$ cat config.mk
export PLATFORM = sky130hd
export DESIGN_NAME = fuel_dispense_sequencer
export DESIGN_NICKNAME = d
export VERILOG_FILES = /design/src/rtl/fuel_seq_pkg.sv /design/src/rtl/fuel_dispense_sequencer.sv
export VERILOG_INCLUDE_DIRS = /design/src /design/src/rtl
export SDC_FILE = /design/constraint.sdc
export NUM_CORES = 1
export LEC_CHECK = 0
export ABC_AREA = 1
export BUFFER_PORTS_ARGS = -buffer_cell sky130_fd_sc_hd__buf_2
export CORE_UTILIZATION = 55
export DETAILED_ROUTE_END_ITERATION = 7
export PLACE_DENSITY_LB_ADDON = 0.08
export SYNTH_ARGS = -nofsm -noshare
export SYNTH_HDL_FRONTEND = slang
export SYNTH_SLANG_ARGS = --single-unit
$ cat constraint.sdc
create_clock -name clk -period 23 [get_ports clk]
set_input_delay 2.3 -clock clk [delete_from_list [all_inputs] [get_ports clk]]
set_output_delay 2.3 -clock clk [all_outputs]
set_load 0.05 [all_outputs]
$ cat src/rtl/fuel_seq_cfg.svh
// constants for the dispense sequencer: sizes, timing, codes
`ifndef FUEL_SEQ_CFG_SVH
`define FUEL_SEQ_CFG_SVH
// cycle counts at the 20 MHz system clock
`define FDS_PUMP_DELAY_CYC 32'h04c4b400
`define FDS_TEST_PHASE_CYC 32'h00989680
`define FDS_JOG_STEP_CYC 32'h004c4b40
`define FDS_BLEND_WIN_CYC 32'h001e8480
`define FDS_SLOW_PULSES 4'ha
`define FDS_PRESTOP_MARGIN 16'h000a
`define FDS_BLEND_TOL 16'h0005
`define FDS_BLEND_BAD_MAX 4'h8
`define FDS_GRADES 5
`define FDS_POSITIONS 6
`define FDS_PRICE_DIGITS 4
`define FDS_DISP_SALE 2'h0
`define FDS_DISP_EIGHTS 2'h1
`define FDS_DISP_BLANK 2'h2
`define FDS_DISP_ZEROS 2'h3
`define FDS_ERR_NONE 4'h0
`define FDS_ERR_LIMIT_CHECK 4'h2
`define FDS_ERR_RATIO 4'h3
`define FDS_ERR_LIMIT_BLEND 4'h4
`endif

$ cat src/rtl/fuel_seq_pkg.sv
// types of the dispense sequencer
`include "fuel_seq_cfg.svh"
package fuel_seq_pkg;
   typedef enum logic [3:0] {
      ST_IDLE, ST_REFUSED, ST_TEST_EIGHTS, ST_TEST_BLANK, ST_TEST_ZEROS,
      ST_PUMP_WAIT, ST_SLOW_START, ST_FAST, ST_SLOW_END, ST_DONE, ST_ERR
   } sale_state_t;

   typedef struct packed {
      sale_state_t st;
      logic hs_prev;
      logic sel_prev;
      logic jog_prev;
      logic jog_first;
      logic authorized;
      logic prices_ok;
      logic pump_on;
      logic slow;
      logic fast;
      logic [`FDS_GRADES-1:0] pumps;
      logic [2:0] grade_lat;
      logic [1:0] disp;
      logic [31:0] pump_tmr;
      logic [31:0] tmr;
      logic [31:0] win_tmr;
      logic [3:0] pulses;
      logic [15:0] delivered;
      logic [7:0] hi_cnt;
      logic [7:0] lo_cnt;
      logic [3:0] bad_cnt;
      logic mot_hi;
      logic mot_lo;
      logic [3:0] err;
      logic [2:0] pos;
      logic [1:0] dig;
      logic [`FDS_POSITIONS*`FDS_PRICE_DIGITS*4-1:0] prices;
   } seq_state_t;
endpackage
$ cat src/rtl/fuel_dispense_sequencer.sv
// dispense sequencer: lever, pump, valves, blend control and price entry
//
// Contract
// - handle input pulled low starts a sale
// - new style: pump on at lift if authorized
// - old style: pump on at lift always
// - self test: eights, blank, zeros on display
// - check blend limit switches during reset cycle
// - slow coil on four seconds after pump
// - ten pulses: fast coil on, slow off
// - preset: back to slow just before target
// - preset: slow off at final amount
// - handle back high ends the sale
// - measure feedstock flows, steer blend motor
// - unreachable blend ratio ends sale with error
// - limit closed with bad ratio: blend error
// - no reset without prices and authorization
// - price edits only with levers off
// - selector picks position, jog alters price
// - jog held cycles digit, presses step up
`timescale 1ns/1ps
`include "fuel_seq_cfg.svh"
module fuel_dispense_sequencer #(
   parameter logic [31:0] PUMP_DELAY_CYC = `FDS_PUMP_DELAY_CYC,
   parameter logic [31:0] TEST_PHASE_CYC = `FDS_TEST_PHASE_CYC,
   parameter logic [31:0] JOG_STEP_CYC = `FDS_JOG_STEP_CYC,
   parameter logic [31:0] BLEND_WIN_CYC = `FDS_BLEND_WIN_CYC
) (
   // clock and reset
   input wire logic clk,
   input wire logic sys_rst,
   // field switches
   input wire logic handle_n,
   input wire logic [2:0] grade_sel,
   input wire logic new_style,
   input wire logic blend_limit_hi,
   input wire logic blend_limit_lo,
   // authorization and price loading
   input wire logic auth_remote,
   input wire logic auth_local,
   input wire logic price_load,
   // meter and feedstock pulsers
   input wire logic meter_pulse,
   input wire logic high_octane_input,
   input wire logic low_octane_input,
   // preset and blend target
   input wire logic preset_en,
   input wire logic [15:0] preset_amount,
   input wire logic [6:0] blend_target_pct,
   // price entry buttons
   input wire logic pos_select,
   input wire logic price_jog,
   // relays and coils
   output logic [`FDS_GRADES-1:0] pump_relay,
   output logic slow_coil,
   output logic fast_coil,
   output logic blend_more_high,
   output logic blend_more_low,
   // status
   output logic [1:0] display_mode,
   output logic [15:0] delivered,
   output logic [3:0] error_code,
   output logic authorized,
   output logic prices_loaded,
   output logic [2:0] price_position,
   output logic [1:0] price_digit,
   output logic [`FDS_POSITIONS*`FDS_PRICE_DIGITS*4-1:0] unit_prices
);

   fuel_seq_pkg::seq_state_t state_ff;
   fuel_seq_pkg::seq_state_t nxt_state;

   ////////////////////////////////////////////////////////////////////////////
   // next state
   always_comb begin
      logic lift;
      logic lower;
      logic ready;
      logic dispensing;
      logic jog_step;
      logic [15:0] pre_stop;
      logic [8:0] total;
      logic [15:0] have;
      logic [15:0] want;
      logic [15:0] tol;
      logic [4:0] idx;
      logic [3:0] digit;
      lift = 1'b0;
      lower = 1'b0;
      ready = 1'b0;
      dispensing = 1'b0;
      jog_step = 1'b0;
      pre_stop = 16'h0000;
      total = 9'h000;
      have = 16'h0000;
      want = 16'h0000;
      tol = 16'h0000;
      idx = 5'h00;
      digit = 4'h0;
      nxt_state = state_ff;
      nxt_state.hs_prev = handle_n;
      nxt_state.sel_prev = pos_select;
      nxt_state.jog_prev = price_jog;
      lift = state_ff.hs_prev & ~handle_n;
      lower = ~state_ff.hs_prev & handle_n;
      ready = state_ff.prices_ok & (state_ff.authorized | auth_remote | auth_local);
      dispensing = (state_ff.st == fuel_seq_pkg::ST_SLOW_START) |
                   (state_ff.st == fuel_seq_pkg::ST_FAST) |
                   (state_ff.st == fuel_seq_pkg::ST_SLOW_END);
      pre_stop = (preset_amount > `FDS_PRESTOP_MARGIN) ?
                 preset_amount - `FDS_PRESTOP_MARGIN : 16'h0000;
      // latches: an incoming authorization or load beats any clear this cycle
      if (auth_remote | auth_local) begin
         nxt_state.authorized = 1'b1;
      end
      if (price_load) begin
         nxt_state.prices_ok = 1'b1;
      end
      // pump-to-slow delay runs off the system clock while the relay is on
      if (state_ff.pump_on && state_ff.pump_tmr != 32'hffffffff) begin
         nxt_state.pump_tmr = state_ff.pump_tmr + 32'h00000001;
      end
      // meter counting while a coil is open
      if (dispensing && meter_pulse) begin
         nxt_state.delivered = state_ff.delivered + 16'h0001;
      end
      case (state_ff.st)
         fuel_seq_pkg::ST_IDLE: begin
            if (lift) begin
               nxt_state.grade_lat = grade_sel;
               nxt_state.pump_tmr = 32'h00000000;
               nxt_state.pos = 3'h0;
               if (!new_style) begin
                  nxt_state.pump_on = 1'b1;
               end
               if (ready) begin
                  // sale resets: consume a one-shot authorization
                  nxt_state.pump_on = 1'b1;
                  nxt_state.authorized = auth_remote | auth_local;
                  nxt_state.st = fuel_seq_pkg::ST_TEST_EIGHTS;
                  nxt_state.disp = `FDS_DISP_EIGHTS;
                  nxt_state.tmr = 32'h00000000;
                  nxt_state.delivered = 16'h0000;
                  nxt_state.err = `FDS_ERR_NONE;
                  nxt_state.bad_cnt = 4'h0;
               end else begin
                  nxt_state.st = fuel_seq_pkg::ST_REFUSED;
               end
            end else if (handle_n && state_ff.hs_prev) begin
               // price entry, lever must be down the whole time
               if (pos_select && !state_ff.sel_prev) begin
                  nxt_state.pos = (state_ff.pos == 3'(`FDS_POSITIONS)) ?
                                  3'h0 : state_ff.pos + 3'h1;
                  nxt_state.dig = 2'h0;
                  nxt_state.jog_first = 1'b1;
               end else if (state_ff.pos != 3'h0 && price_jog) begin
                  if (!state_ff.jog_prev) begin
                     // each new press after the first since selection moves one digit up
                     jog_step = 1'b1;
                     nxt_state.jog_first = 1'b0;
                     if (!state_ff.jog_first) begin
                        nxt_state.dig = state_ff.dig + 2'h1;
                     end
                     nxt_state.tmr = 32'h00000000;
                  end else if (state_ff.tmr >= JOG_STEP_CYC - 32'h00000001) begin
                     jog_step = 1'b1;
                     nxt_state.tmr = 32'h00000000;
                  end else begin
                     nxt_state.tmr = state_ff.tmr + 32'h00000001;
                  end
                  if (jog_step) begin
                     idx = 5'(state_ff.pos - 3'h1) * 5'(`FDS_PRICE_DIGITS) +
                           5'(nxt_state.dig);
                     digit = state_ff.prices[idx*4 +: 4];
                     nxt_state.prices[idx*4 +: 4] = (digit >= 4'h9) ?
                                                    4'h0 : digit + 4'h1;
                     nxt_state.prices_ok = 1'b1;
                  end
               end
            end
         end
         fuel_seq_pkg::ST_TEST_EIGHTS, fuel_seq_pkg::ST_TEST_BLANK,
         fuel_seq_pkg::ST_TEST_ZEROS: begin
            nxt_state.tmr = state_ff.tmr + 32'h00000001;
            if (blend_limit_hi && blend_limit_lo) begin
               // both ends closed at once means a stuck or shorted switch
               nxt_state.st = fuel_seq_pkg::ST_ERR;
               nxt_state.err = `FDS_ERR_LIMIT_CHECK;
               nxt_state.disp = `FDS_DISP_SALE;
               nxt_state.pump_on = 1'b0;
            end else if (state_ff.tmr >= TEST_PHASE_CYC - 32'h00000001) begin
               nxt_state.tmr = 32'h00000000;
               if (state_ff.st == fuel_seq_pkg::ST_TEST_EIGHTS) begin
                  nxt_state.st = fuel_seq_pkg::ST_TEST_BLANK;
                  nxt_state.disp = `FDS_DISP_BLANK;
               end else if (state_ff.st == fuel_seq_pkg::ST_TEST_BLANK) begin
                  nxt_state.st = fuel_seq_pkg::ST_TEST_ZEROS;
                  nxt_state.disp = `FDS_DISP_ZEROS;
               end else begin
                  nxt_state.st = fuel_seq_pkg::ST_PUMP_WAIT;
                  nxt_state.disp = `FDS_DISP_SALE;
               end
            end
         end
         fuel_seq_pkg::ST_PUMP_WAIT: begin
            // a self test longer than the delay just opens the coil late
            if (state_ff.pump_tmr >= PUMP_DELAY_CYC - 32'h00000001) begin
               nxt_state.slow = 1'b1;
               nxt_state.pulses = 4'h0;
               nxt_state.win_tmr = 32'h00000000;
               nxt_state.hi_cnt = 8'h00;
               nxt_state.lo_cnt = 8'h00;
               nxt_state.st = fuel_seq_pkg::ST_SLOW_START;
            end
         end
         fuel_seq_pkg::ST_SLOW_START: begin
            if (meter_pulse) begin
               nxt_state.pulses = state_ff.pulses + 4'h1;
               if (state_ff.pulses == `FDS_SLOW_PULSES - 4'h1) begin
                  nxt_state.slow = 1'b0;
                  nxt_state.fast = 1'b1;
                  nxt_state.st = fuel_seq_pkg::ST_FAST;
               end
            end
         end
         fuel_seq_pkg::ST_FAST: begin
            if (preset_en && state_ff.delivered >= pre_stop) begin
               nxt_state.fast = 1'b0;
               nxt_state.slow = 1'b1;
               nxt_state.st = fuel_seq_pkg::ST_SLOW_END;
            end
         end
         fuel_seq_pkg::ST_SLOW_END: begin
            if (state_ff.delivered >= preset_amount) begin
               nxt_state.slow = 1'b0;
               nxt_state.pump_on = 1'b0;
               nxt_state.mot_hi = 1'b0;
               nxt_state.mot_lo = 1'b0;
               nxt_state.st = fuel_seq_pkg::ST_DONE;
            end
         end
         fuel_seq_pkg::ST_REFUSED, fuel_seq_pkg::ST_DONE, fuel_seq_pkg::ST_ERR: begin
            nxt_state.slow = 1'b0;
            nxt_state.fast = 1'b0;
         end
         default: begin
            nxt_state.st = fuel_seq_pkg::ST_IDLE;
         end
      endcase
      // blend loop: count feedstock pulses per window, then steer the valve
      if (dispensing) begin
         if (high_octane_input && state_ff.hi_cnt != 8'hff) begin
            nxt_state.hi_cnt = state_ff.hi_cnt + 8'h01;
         end
         if (low_octane_input && state_ff.lo_cnt != 8'hff) begin
            nxt_state.lo_cnt = state_ff.lo_cnt + 8'h01;
         end
         nxt_state.win_tmr = state_ff.win_tmr + 32'h00000001;
         if (state_ff.win_tmr >= BLEND_WIN_CYC - 32'h00000001) begin
            nxt_state.win_tmr = 32'h00000000;
            nxt_state.hi_cnt = 8'h00;
            nxt_state.lo_cnt = 8'h00;
            total = {1'b0, state_ff.hi_cnt} + {1'b0, state_ff.lo_cnt};
            have = 16'(state_ff.hi_cnt) * 16'h0064;
            want = 16'(blend_target_pct) * 16'(total);
            tol = `FDS_BLEND_TOL * 16'(total);
            if (total != 9'h000) begin
               if (17'(have) + 17'(tol) < 17'(want)) begin
                  nxt_state.mot_hi = 1'b1;
                  nxt_state.mot_lo = 1'b0;
                  nxt_state.bad_cnt = state_ff.bad_cnt + 4'h1;
               end else if (17'(have) > 17'(want) + 17'(tol)) begin
                  nxt_state.mot_hi = 1'b0;
                  nxt_state.mot_lo = 1'b1;
                  nxt_state.bad_cnt = state_ff.bad_cnt + 4'h1;
               end else begin
                  nxt_state.mot_hi = 1'b0;
                  nxt_state.mot_lo = 1'b0;
                  nxt_state.bad_cnt = 4'h0;
               end
               if (nxt_state.bad_cnt != 4'h0 &&
                   ((nxt_state.mot_hi && blend_limit_hi) ||
                    (nxt_state.mot_lo && blend_limit_lo))) begin
                  nxt_state.err = `FDS_ERR_LIMIT_BLEND;
                  nxt_state.st = fuel_seq_pkg::ST_ERR;
               end else if (nxt_state.bad_cnt >= `FDS_BLEND_BAD_MAX) begin
                  nxt_state.err = `FDS_ERR_RATIO;
                  nxt_state.st = fuel_seq_pkg::ST_ERR;
               end
               if (nxt_state.st == fuel_seq_pkg::ST_ERR) begin
                  nxt_state.slow = 1'b0;
                  nxt_state.fast = 1'b0;
                  nxt_state.pump_on = 1'b0;
                  nxt_state.mot_hi = 1'b0;
                  nxt_state.mot_lo = 1'b0;
               end
            end
         end
      end
      // lever lowered: everything off, sale complete, any state
      if (lower && state_ff.st != fuel_seq_pkg::ST_IDLE) begin
         nxt_state.st = fuel_seq_pkg::ST_IDLE;
         nxt_state.pump_on = 1'b0;
         nxt_state.slow = 1'b0;
         nxt_state.fast = 1'b0;
         nxt_state.mot_hi = 1'b0;
         nxt_state.mot_lo = 1'b0;
         nxt_state.disp = `FDS_DISP_SALE;
      end
      // one relay per grade, picked by the grade latched at lift
      for (int g = 0; g < `FDS_GRADES; g++) begin
         nxt_state.pumps[g] = nxt_state.pump_on && (nxt_state.grade_lat == 3'(g));
      end
   end

   ////////////////////////////////////////////////////////////////////////////
   // state register; relays and coils off from reset
   always_ff @(posedge clk) begin
      if (sys_rst) begin
         state_ff <= '0;
         state_ff.st <= fuel_seq_pkg::ST_IDLE;
         state_ff.hs_prev <= 1'b1;
         state_ff.jog_first <= 1'b1;
      end else begin
         state_ff <= nxt_state;
      end
   end

   ////////////////////////////////////////////////////////////////////////////
   // outputs straight from the state register
   assign pump_relay = state_ff.pumps;
   assign slow_coil = state_ff.slow;
   assign fast_coil = state_ff.fast;
   assign blend_more_high = state_ff.mot_hi;
   assign blend_more_low = state_ff.mot_lo;
   assign display_mode = state_ff.disp;
   assign delivered = state_ff.delivered;
   assign error_code = state_ff.err;
   assign authorized = state_ff.authorized;
   assign prices_loaded = state_ff.prices_ok;
   assign price_position = state_ff.pos;
   assign price_digit = state_ff.dig;
   assign unit_prices = state_ff.prices;

endmodule

## Yosys cells after proc, flatten, opt, wreduce, memory -nomap -nowiden

Cells that the tools add are included.

| word-level totals | value |
|---|---|
| register bits | 266 |

| cells by class | value |
|---|---|
| $add $sub $neg | 18 |
| $mul | 3 |
| order comparisons | 11 |
| equal/unequal tests | 30 |
| shift operators | 3 |
| mux-type cells | 129 |
| bitwise logic cells | 12 |
| reduce and logical (&&, ||, !) cells | 44 |

Operators by type and width:

| kind | count |
|---|---|
| two-way mux 32 bit | 14 |
| two-way mux 96 bit | 2 |
| two-way mux 16 bit | 7 |
| two-way mux 4 bit | 27 |
| two-way mux 101 bit | 1 |
| two-way mux 98 bit | 1 |
| adder 32 x 1 -> 32 bit (second input constant) | 3 |
| bitwise mux 96 bit | 1 |
| variable shift 4 x 34 -> 96 bit (first input constant) | 1 |
| variable part select 4 x 34 -> 96 bit | 1 |
| variable part select 96 x 8 -> 4 bit | 1 |
| one-hot mux 32 bit (2 select lines) | 1 |
| two-way mux 26 bit | 2 |
| two-way mux 2 bit | 22 |
| two-way mux 37 bit | 1 |
| two-way mux 36 bit | 1 |
| negator 7 -> 34 bit | 1 |
| greater-or-equal comparator 16 bit | 2 |
| greater-or-equal comparator 32 x 21 -> 1 bit (second input constant) | 1 |
| greater-or-equal comparator 32 x 23 -> 1 bit (second input constant) | 1 |
| greater-or-equal comparator 32 x 24 -> 1 bit (second input constant) | 1 |
| greater-or-equal comparator 32 x 27 -> 1 bit (second input constant) | 1 |
| != test 32 bit (second input constant) | 1 |
| two-way mux 6 bit | 5 |
| other kinds (57) | 151 |

## Longest topological paths before layout

Gate-level depths: netlist (run 1).

| logic depth | value |
|---|---|
| depth after elaboration | 23 |
| gate-level depth with buffers | 51 |
| mapped depth without buffers | 51 |

## Worst setup path before layout (run 1)

No wires, ideal clock.

| timing | value |
|---|---|
| kind | input-to-reg |
| from | input blend_target_pct[3] |
| to | register state_ff (netlist bit error_code[1]) |
| setup time | 0.116 ns |
| arrival | 8.269 ns |
| path slack | 14.616 ns |
| stages on the path | 42 |
| path buffers | 0 |
| cells stage by stage | inv_1 nor2_1 fa_1 inv_1 fa_1 inv_1 fa_1 inv_1 fa_1 inv_1 ha_1 nand2_1 inv_1 nand2_1 nand2_1 nand2_1 o21bai_1 xor2_1 [6 not listed] xnor2_1 ha_1 nand2_1 o21ba_2 nand3_1 nand2_1 nand2_1 nand2_1 nor2_1 nand2_1 nand2_1 o21ai_0 nand2_1 nand2_1 nor2_1 nand2_1 o21ai_0 inv_1 |

| between the ends | value |
|---|---|
| word-level cells in the longest chain between the ends | 15 |
| elaborated cells on any way between the ends | 20 |
| those cells by class | 1 x add/sub; 1 x mul; 3 x order compare; 10 x mux; 5 x reduce/logical |

RTL lines:

| element | line | text |
|---|---|---|
| start, declared | fuel_dispense_sequencer.sv:49 | `input wire logic [6:0] blend_target_pct,` |
| multiplier 7 x 9 -> 16 bit (*) | fuel_dispense_sequencer.sv:265 | `want = 16'(blend_target_pct) * 16'(total);` |
| adder 16 x 12 -> 17 bit | fuel_dispense_sequencer.sv:272 | `end else if (17'(have) > 17'(want) + 17'(tol)) begin` |
| greater-than comparator 15 x 17 -> 1 bit | fuel_dispense_sequencer.sv:272 |  |
| two-way mux 6 bit | fuel_dispense_sequencer.sv:272 |  |
| two-way mux 6 bit (*) | fuel_dispense_sequencer.sv:268 | `if (17'(have) + 17'(tol) < 17'(want)) begin` |
| two-way mux 6 bit (*) | fuel_dispense_sequencer.sv:267 | `if (total != 9'h000) begin` |
| two-way mux 6 bit (*) | fuel_dispense_sequencer.sv:259 | `if (state_ff.win_tmr >= BLEND_WIN_CYC - 32'h00000001) begin` |
| two-way mux 6 bit (*) | fuel_dispense_sequencer.sv:251 | `if (dispensing) begin` |
| branches (longest 3 deep; another with greater-or-equal comparator 4 bit) | - |  |
| two-way mux 4 bit (*) | fuel_dispense_sequencer.sv:281 | `if (nxt_state.bad_cnt != 4'h0 &&` |
| two-way mux 10 bit (*) | fuel_dispense_sequencer.sv:267 |  |
| two-way mux 26 bit (*) | fuel_dispense_sequencer.sv:259 |  |
| two-way mux 26 bit (*) | fuel_dispense_sequencer.sv:251 |  |
| end signal, assigned | fuel_dispense_sequencer.sv:325 | `state_ff <= nxt_state;` |
| end, declared | fuel_dispense_sequencer.sv:70 | `fuel_seq_pkg::seq_state_t state_ff;` |

Every way passes the cells marked *. The select of a mux whose other input is x is not followed.
A chain may end at the register's enable or synchronous reset.

## Final worst setup path (run 1)

| timing | value |
|---|---|
| from | register state_ff[119] in the netlist's numbering |
| to | register state_ff (netlist bit error_code[1]) |

| between the ends | value |
|---|---|
| word-level cells in the longest chain between the ends | 16 |
| elaborated cells on any way between the ends | 25 |
| those cells by class | 3 x add/sub; 3 x mul; 3 x order compare; 10 x mux; 6 x reduce/logical |

RTL lines:

| element | line |
|---|---|
| branches (longest 13 deep; another with adder 16 x 12 -> 17 bit) | - |
| two-way mux 10 bit (*) | fuel_dispense_sequencer.sv:267 |
| two-way mux 26 bit (*) | fuel_dispense_sequencer.sv:259 |
| two-way mux 26 bit (*) | fuel_dispense_sequencer.sv:251 |

Marks and branches as above.

==> results of run 1 <==
==> metrics by stage <==
step                        util  total power [W]  std cells  cell area (µm²)  worst slack (ns)
final                     0.5976         0.001150       3600            22510             14.05
after global routing      0.5976         0.001192       3599            22510             13.28
after global placement    0.5676        0.0006196       3543            21380             13.96
after floorplan                -        0.0005835       3051            21100             14.62
after detailed placement  0.5676        0.0006209       3543            21380             13.77
after CTS                 0.5976         0.001156       3599            22510             14.11
==> synth_stat cells (all sizes together) (4+ instances only) <==
cell type	n	share of area
a211oi	9	0.0032
a21oi	267	0.063
a221oi	5	0.0021
a31oi	8	0.0024
and2	4	0.0012
and3	7	0.0021
buf	155	0.053
clkbuf	45	0.0080
clkinv	5	0.00089
dfxtp	266	0.25
fa	41	0.039
ha	187	0.11
inv	395	0.070
nand2	536	0.099
nand3	215	0.052
nand3b	4	0.0014
nand4	47	0.014
nor2	340	0.065
nor3	71	0.018
nor3b	17	0.0065
nor4	18	0.0063
o211ai	37	0.013
o21a	4	0.0014
o21ai	197	0.047
o21bai	15	0.0053
o221ai	5	0.0021
or2	36	0.011
xnor2	25	0.012
xor2	76	0.032
==> report_power, final <==
part | internal, W | leakage (nW) | switching, W
sequential | 0.000465 | 2.15 | 0.00000546
combinational | 0.0000382 | 7.94 | 0.000105
clock | 0.000328 | 0.544 | 0.000208
==> area by class of cell <==
type / count / share of cell area
sequential: 266 / 0.2366
multi-input combinational: 2185 / 0.5770
tap: 511 / 0.02840
inverter: 400 / 0.06670
clock inverter: 18 / 0.01278
clock buffer: 38 / 0.03735
antenna: 1 / 0.0001112
timing repair buffer: 181 / 0.04113
==> worst paths after layout <==
kind / start / to / slack [ns] / cells after the start
worst max-delay path: state_ff[119] / error_code[1] / 14.05 / 46
worst min-delay path: state_ff[170] / state_ff[170] / 0.45 / 2
worst max register to register: state_ff[119] / error_code[1] / 14.05 / 46
worst min register to register: state_ff[170] / state_ff[170] / 0.45 / 2
==> worst register-to-register path: cells and delay by family, from the launching register on <==
kind                     cells  cell delay (ns)
adder cells (fa/ha/maj)      9             3.56
AND/OR/NAND/NOR             19             1.90
AO/OA/AOI/OAI                8             1.30
XOR/XNOR                     3             1.10
flip-flops                   1             0.55
buffers and inverters        7             0.39
==> logic make-up after synthesis <==
logic type	Yosys count	synth area share
compound gates	558	0.1449
fa+ha+maj	228	0.1498
simple gates	1297	0.2769
mux	1	0.0004744
flops	266	0.2524
buf+inv	600	0.1321
xor+xnor	101	0.04353
==> metal layers <==
metal  part of all wire  up-vias  global-route usage  routed length, µm
li1                   -     9969                   -                  -
met1               0.45     9176              0.3777              25430
met2               0.45      610              0.4799              25660
met3              0.065      107             0.04548               3653
met4              0.031        4             0.09991               1781
met5            0.00055        -                   0                 31
==> run summary, run 1 <==
First-pass GRT wire length -> 92370 µm
Worst skew pair latency -> 0.59 ns
Port-buffer cells -> 174
Number of global-route vias before repair -> 18770
CTS buffer count -> 30
Hold WS -> 0.4499 ns
Crit end category -> flip-flop
Post-synth top flop -> dfxtp_1
Gate count of the mapped netlist -> 3051
Final min period -> 8.952 ns
Max Cap Viol -> 0
Share of layout cells above drive strength 1 -> 0.1111
Die area -> 39150 µm²
Status -> complete, no violations
Setup CP Type -> reg2reg
Slew Limit Fails -> 0
Required @ worst endpoint -> 23.45 ns
Final setup violating endpoints -> 0
Sequential area share after synthesis -> 0.2524
Filler Cell Count -> 3654
Post-synth EDFFs -> 0
Vias per cell -> 5.518
Syn Nets -> 3320
Flops & latches, synth -> 266
Worst-margin pin slew -> 1.051 ns
Syn. warnings -> 0
CTS tree -> built
Hold Crit Class -> reg2reg
Peak supply drop -> 0.06009 mV
Hpwl dp -> 43420 µm
Io pins -> 175
Die Height -> 197.9 µm
Count of different cell masters after synthesis -> 63
Most frequent cells in the layout -> nand2_1, inv_1, nor2_1
DR WL/cell -> 15.71 µm
Post-cts resize count -> 0
Clock sink count -> 266
Placer Congestion -> 0.9124
Multi-input gate area -> 12990 µm²
Congestion Overflow GR -> 0
Relative slew slack -> 0.2978
Slowest stage cell, crit path -> xor2_1
Worst Path Buf+Inv -> 7
Pwr dens -> 51.07 nW/µm²
Type of origin of the critical path -> flip-flop
Starting density of the core -> 0.5602
Worst-path maximum fanout -> 10
Pin count of the biggest net entering global routing -> 70
H-tree Lvls -> 1
First-iteration detailed-routing DRC count -> 1156
# nets final -> 3333
Setup repair bufs after CTS -> 0
Area Growth Syn to Fin -> 6.683%
DR vias -> 19870
Hold buffer count at CTS -> 0
GR Util All Layers -> 0.2884
Worst EP arrival -> 9.40 ns
Post-route setup TNS -> 0 ns
DRC Markers -> 0
Die X -> 197.9 µm
CTS Root Cell -> clkbuf_16
Crit path top cell by count -> nand2_1
Antenna viol nets, final -> 0
Drt first pass iters -> 5
CP max stage delay -> 0.72 ns
Clk pin slew, worst setup/hold paths -> 0.07 ns
FP Rows -> 71
Fmax -> 0.1117 GHz
Final hold vios -> 0
Clock Skews -> 0.03706 ns
Initial antenna violation count -> 3
Clock buffer depth -> 3
Ys async rst share -> 0
WL final -> 56550 µm
Core area -> 37670 µm²
Area of the mapped netlist -> 21100 µm²
Commonest non-fill, non-tap cell in the layout -> nand2_1
Flip-flop and latch area -> 5325 µm²
RSZ-0062 raised after global routing -> no
CP top delay family -> adder cells
Syn Area/Cell -> 6.916 µm²
Static Leakage -> 10.63 nW
Period utilisation layout -> 0.3892
No activity file was read; power rests on OpenSTA's default activity.
==> inputs of run 2 (changes only) <==
==> constraint.sdc (replaced) <==
create_clock -name clk -period 7.89 [get_ports clk]
set_input_delay 0.789 -clock clk [delete_from_list [all_inputs] [get_ports clk]]
set_output_delay 0.789 -clock clk [all_outputs]
set_load 0.05 [all_outputs]
==> run summary, run 2 (synthesis results as in run 1) <==
Die Height -> 197.9 µm (unchanged)
First-pass GRT wire length -> 92760 µm (+0.42%)
Filler Cell Count -> 3618 (-0.99%)
Starting density of the core -> 0.5602 (unchanged)
DR WL/cell -> 15.94 µm (+1.5%)
Peak supply drop -> 0.1698 mV (+180%)
Placer Congestion -> 0.9406 (+3.1%)
Post-route design area -> 23120 µm² (+2.7%)
Slew Limit Fails -> 0 (unchanged)
Setup CP Type -> reg2reg
Vias per cell -> 5.473 (-0.81%)
DRC Markers -> 0 (unchanged)
Hold Crit Class -> in2reg
Flip-flop and latch area -> 5333 µm² (+0.14%)
Clk pin slew, worst setup/hold paths -> 0.06 ns (about the same)
Clock sink count -> 266 (unchanged)
Pre-CTS setup slack -> -0.1644 ns (-13.94 ns)
WL final -> 58070 µm (+2.7%)
Most frequent cells in the layout -> nand2_1, inv_1, nor2_1
N_diodes -> 0 (-1)
Die X -> 197.9 µm (unchanged)
Share of layout cells above drive strength 1 -> 0.1453 (+0.03425)
Congestion Overflow GR -> 0 (unchanged)
Placed instance area -> 21590 µm² (+0.98%)
Worst EP arrival -> 7.97 ns (-1.43 ns)
Relative slew slack -> 0.3023 (+0.004441)
Status -> complete, no violations
Clock buffer depth -> 3 (unchanged)
Crit path top cell by count -> nand2_1
Final min period -> 7.518 ns (-1.434 ns)
Required @ worst endpoint -> 8.34 ns (-15.11 ns)
Worst skew pair latency -> 0.59 ns (about the same)
Initial antenna violation count -> 2 (-1)
CP max stage delay -> 0.54 ns (-0.18 ns)
Port-buffer cells -> 174 (unchanged)
R2R depth -> 47 (+2.2%)
FP Rows -> 71 (unchanged)
GR Util All Layers -> 0.2905 (+0.002072)
Hpwl dp -> 43620 µm (+0.46%)
Worst-path maximum fanout -> 5 (-5)
Area Growth Syn to Fin -> 9.559%
DR vias -> 19930 (+0.34%)
Io pins -> 175 (unchanged)
Drt first pass iters -> 5 (unchanged)
Post-route setup TNS -> 0 ns (unchanged)
Final hold vios -> 0 (unchanged)
Final setup violating endpoints -> 0 (unchanged)
Static Leakage -> 10.83 nW (+1.9%)
Hold buffer count at CTS -> 0 (unchanged)
# nets final -> 3376 (+1.3%)
Antenna viol nets, final -> 0 (unchanged)
PnR worst setup slack -> 0.3722 ns (-13.68 ns)
CTS Root Cell -> clkbuf_16
Pin count of the biggest net entering global routing -> 108 (+54%)
Core area -> 37670 µm² (unchanged)
Worst-margin pin slew -> 1.047 ns (-0.004118 ns)
Crit end category -> flip-flop
CTS tree -> built
Fmax -> 0.1330 GHz (+19%)
First-iteration detailed-routing DRC count -> 1095 (-5.3%)
Fin util -> 0.6137 (+0.01611)
Type of origin of the critical path -> flip-flop
Multi-input gate area -> 13350 µm² (+2.8%)
Period utilisation layout -> 0.9528 (+0.5636)
Number of global-route vias before repair -> 18490 (-1.5%)
Slowest stage cell, crit path -> fa_1
Pwr dens -> 142.0 nW/µm² (+180%)
Commonest non-fill, non-tap cell in the layout -> nand2_1
H-tree Lvls -> 1 (unchanged)
Die area -> 39150 µm² (unchanged)
Max Cap Viol -> 0 (unchanged)
Clock Skews -> 0.02459 ns (-0.01248 ns)
CTS buffer count -> 31 (+3.3%)
WHS Path Cells -> 3 (+1)
==> run 2: cell type report <==
cell class	count	area share
Clock buffer	43	0.03810
Clock inverter	14	0.007577
Inverter	400	0.06495
Multi-Input combinational cell	2185	0.5773
Sequential cell	266	0.2307
Tap cell	511	0.02766
Timing Repair Buffer	223	0.05369
==> run 2: path summary, 6_finish.rpt <==
path	startpoint	end	slack (ns)
setup / recovery	state_ff[119]	blend_more_low	0.37
hold / removal	pos_select	state_ff[260]	0.43
setup reg to reg	state_ff[119]	blend_more_low	0.37
hold reg to reg	state_ff[170]	state_ff[170]	0.44
==> run 2: repair_timing <==
action                     in CTS  in global routing
gates resized for setup        20                 70
pin swaps                       9                 40
setup endpoints to repair      17                 22
setup buffers                   4                 10
==> run 2: where the power goes <==
part / total [W] / internal [W] / switching, W
logic: 0.000439 / 0.000120 / 0.000319
clock network: 0.00148 / 0.000880 / 0.000598
registers: 0.00137 / 0.00135 / 0.0000110
==> run 2: per-layer routing <==
layer | GRT usage | wire length [µm] | vias up
li1 | - | - | 10040
met1 | 0.3979 | 27230 | 9334
met2 | 0.4774 | 26360 | 478
met3 | 0.04292 | 3216 | 76
met4 | 0.07120 | 1233 | 4
met5 | 0 | 26 | -
==> run 2: critical path: cells and delay by family, from the launching register on <==
kind            cells  cell delay, ns
fa+ha+maj           9            3.48
simple gates       23            1.79
compound gates      8            1.03
buf+inv             5            0.37
xor+xnor            2            0.35
flops               1            0.34
==> run 2: per-stage QoR <==
| stage | total power (W) | instances | hold slack, ns |
|---|---|---|---|
| after floorplan | 0.001701 | 3051 | 0.4235 |
| after global placement | 0.001812 | 3571 | 0.4351 |
| after detailed placement | 0.001816 | 3571 | 0.4362 |
| after CTS | 0.003300 | 3632 | 0.4136 |
| after global routing | 0.003411 | 3642 | 0.4159 |
| final | 0.003283 | 3642 | 0.4307 |
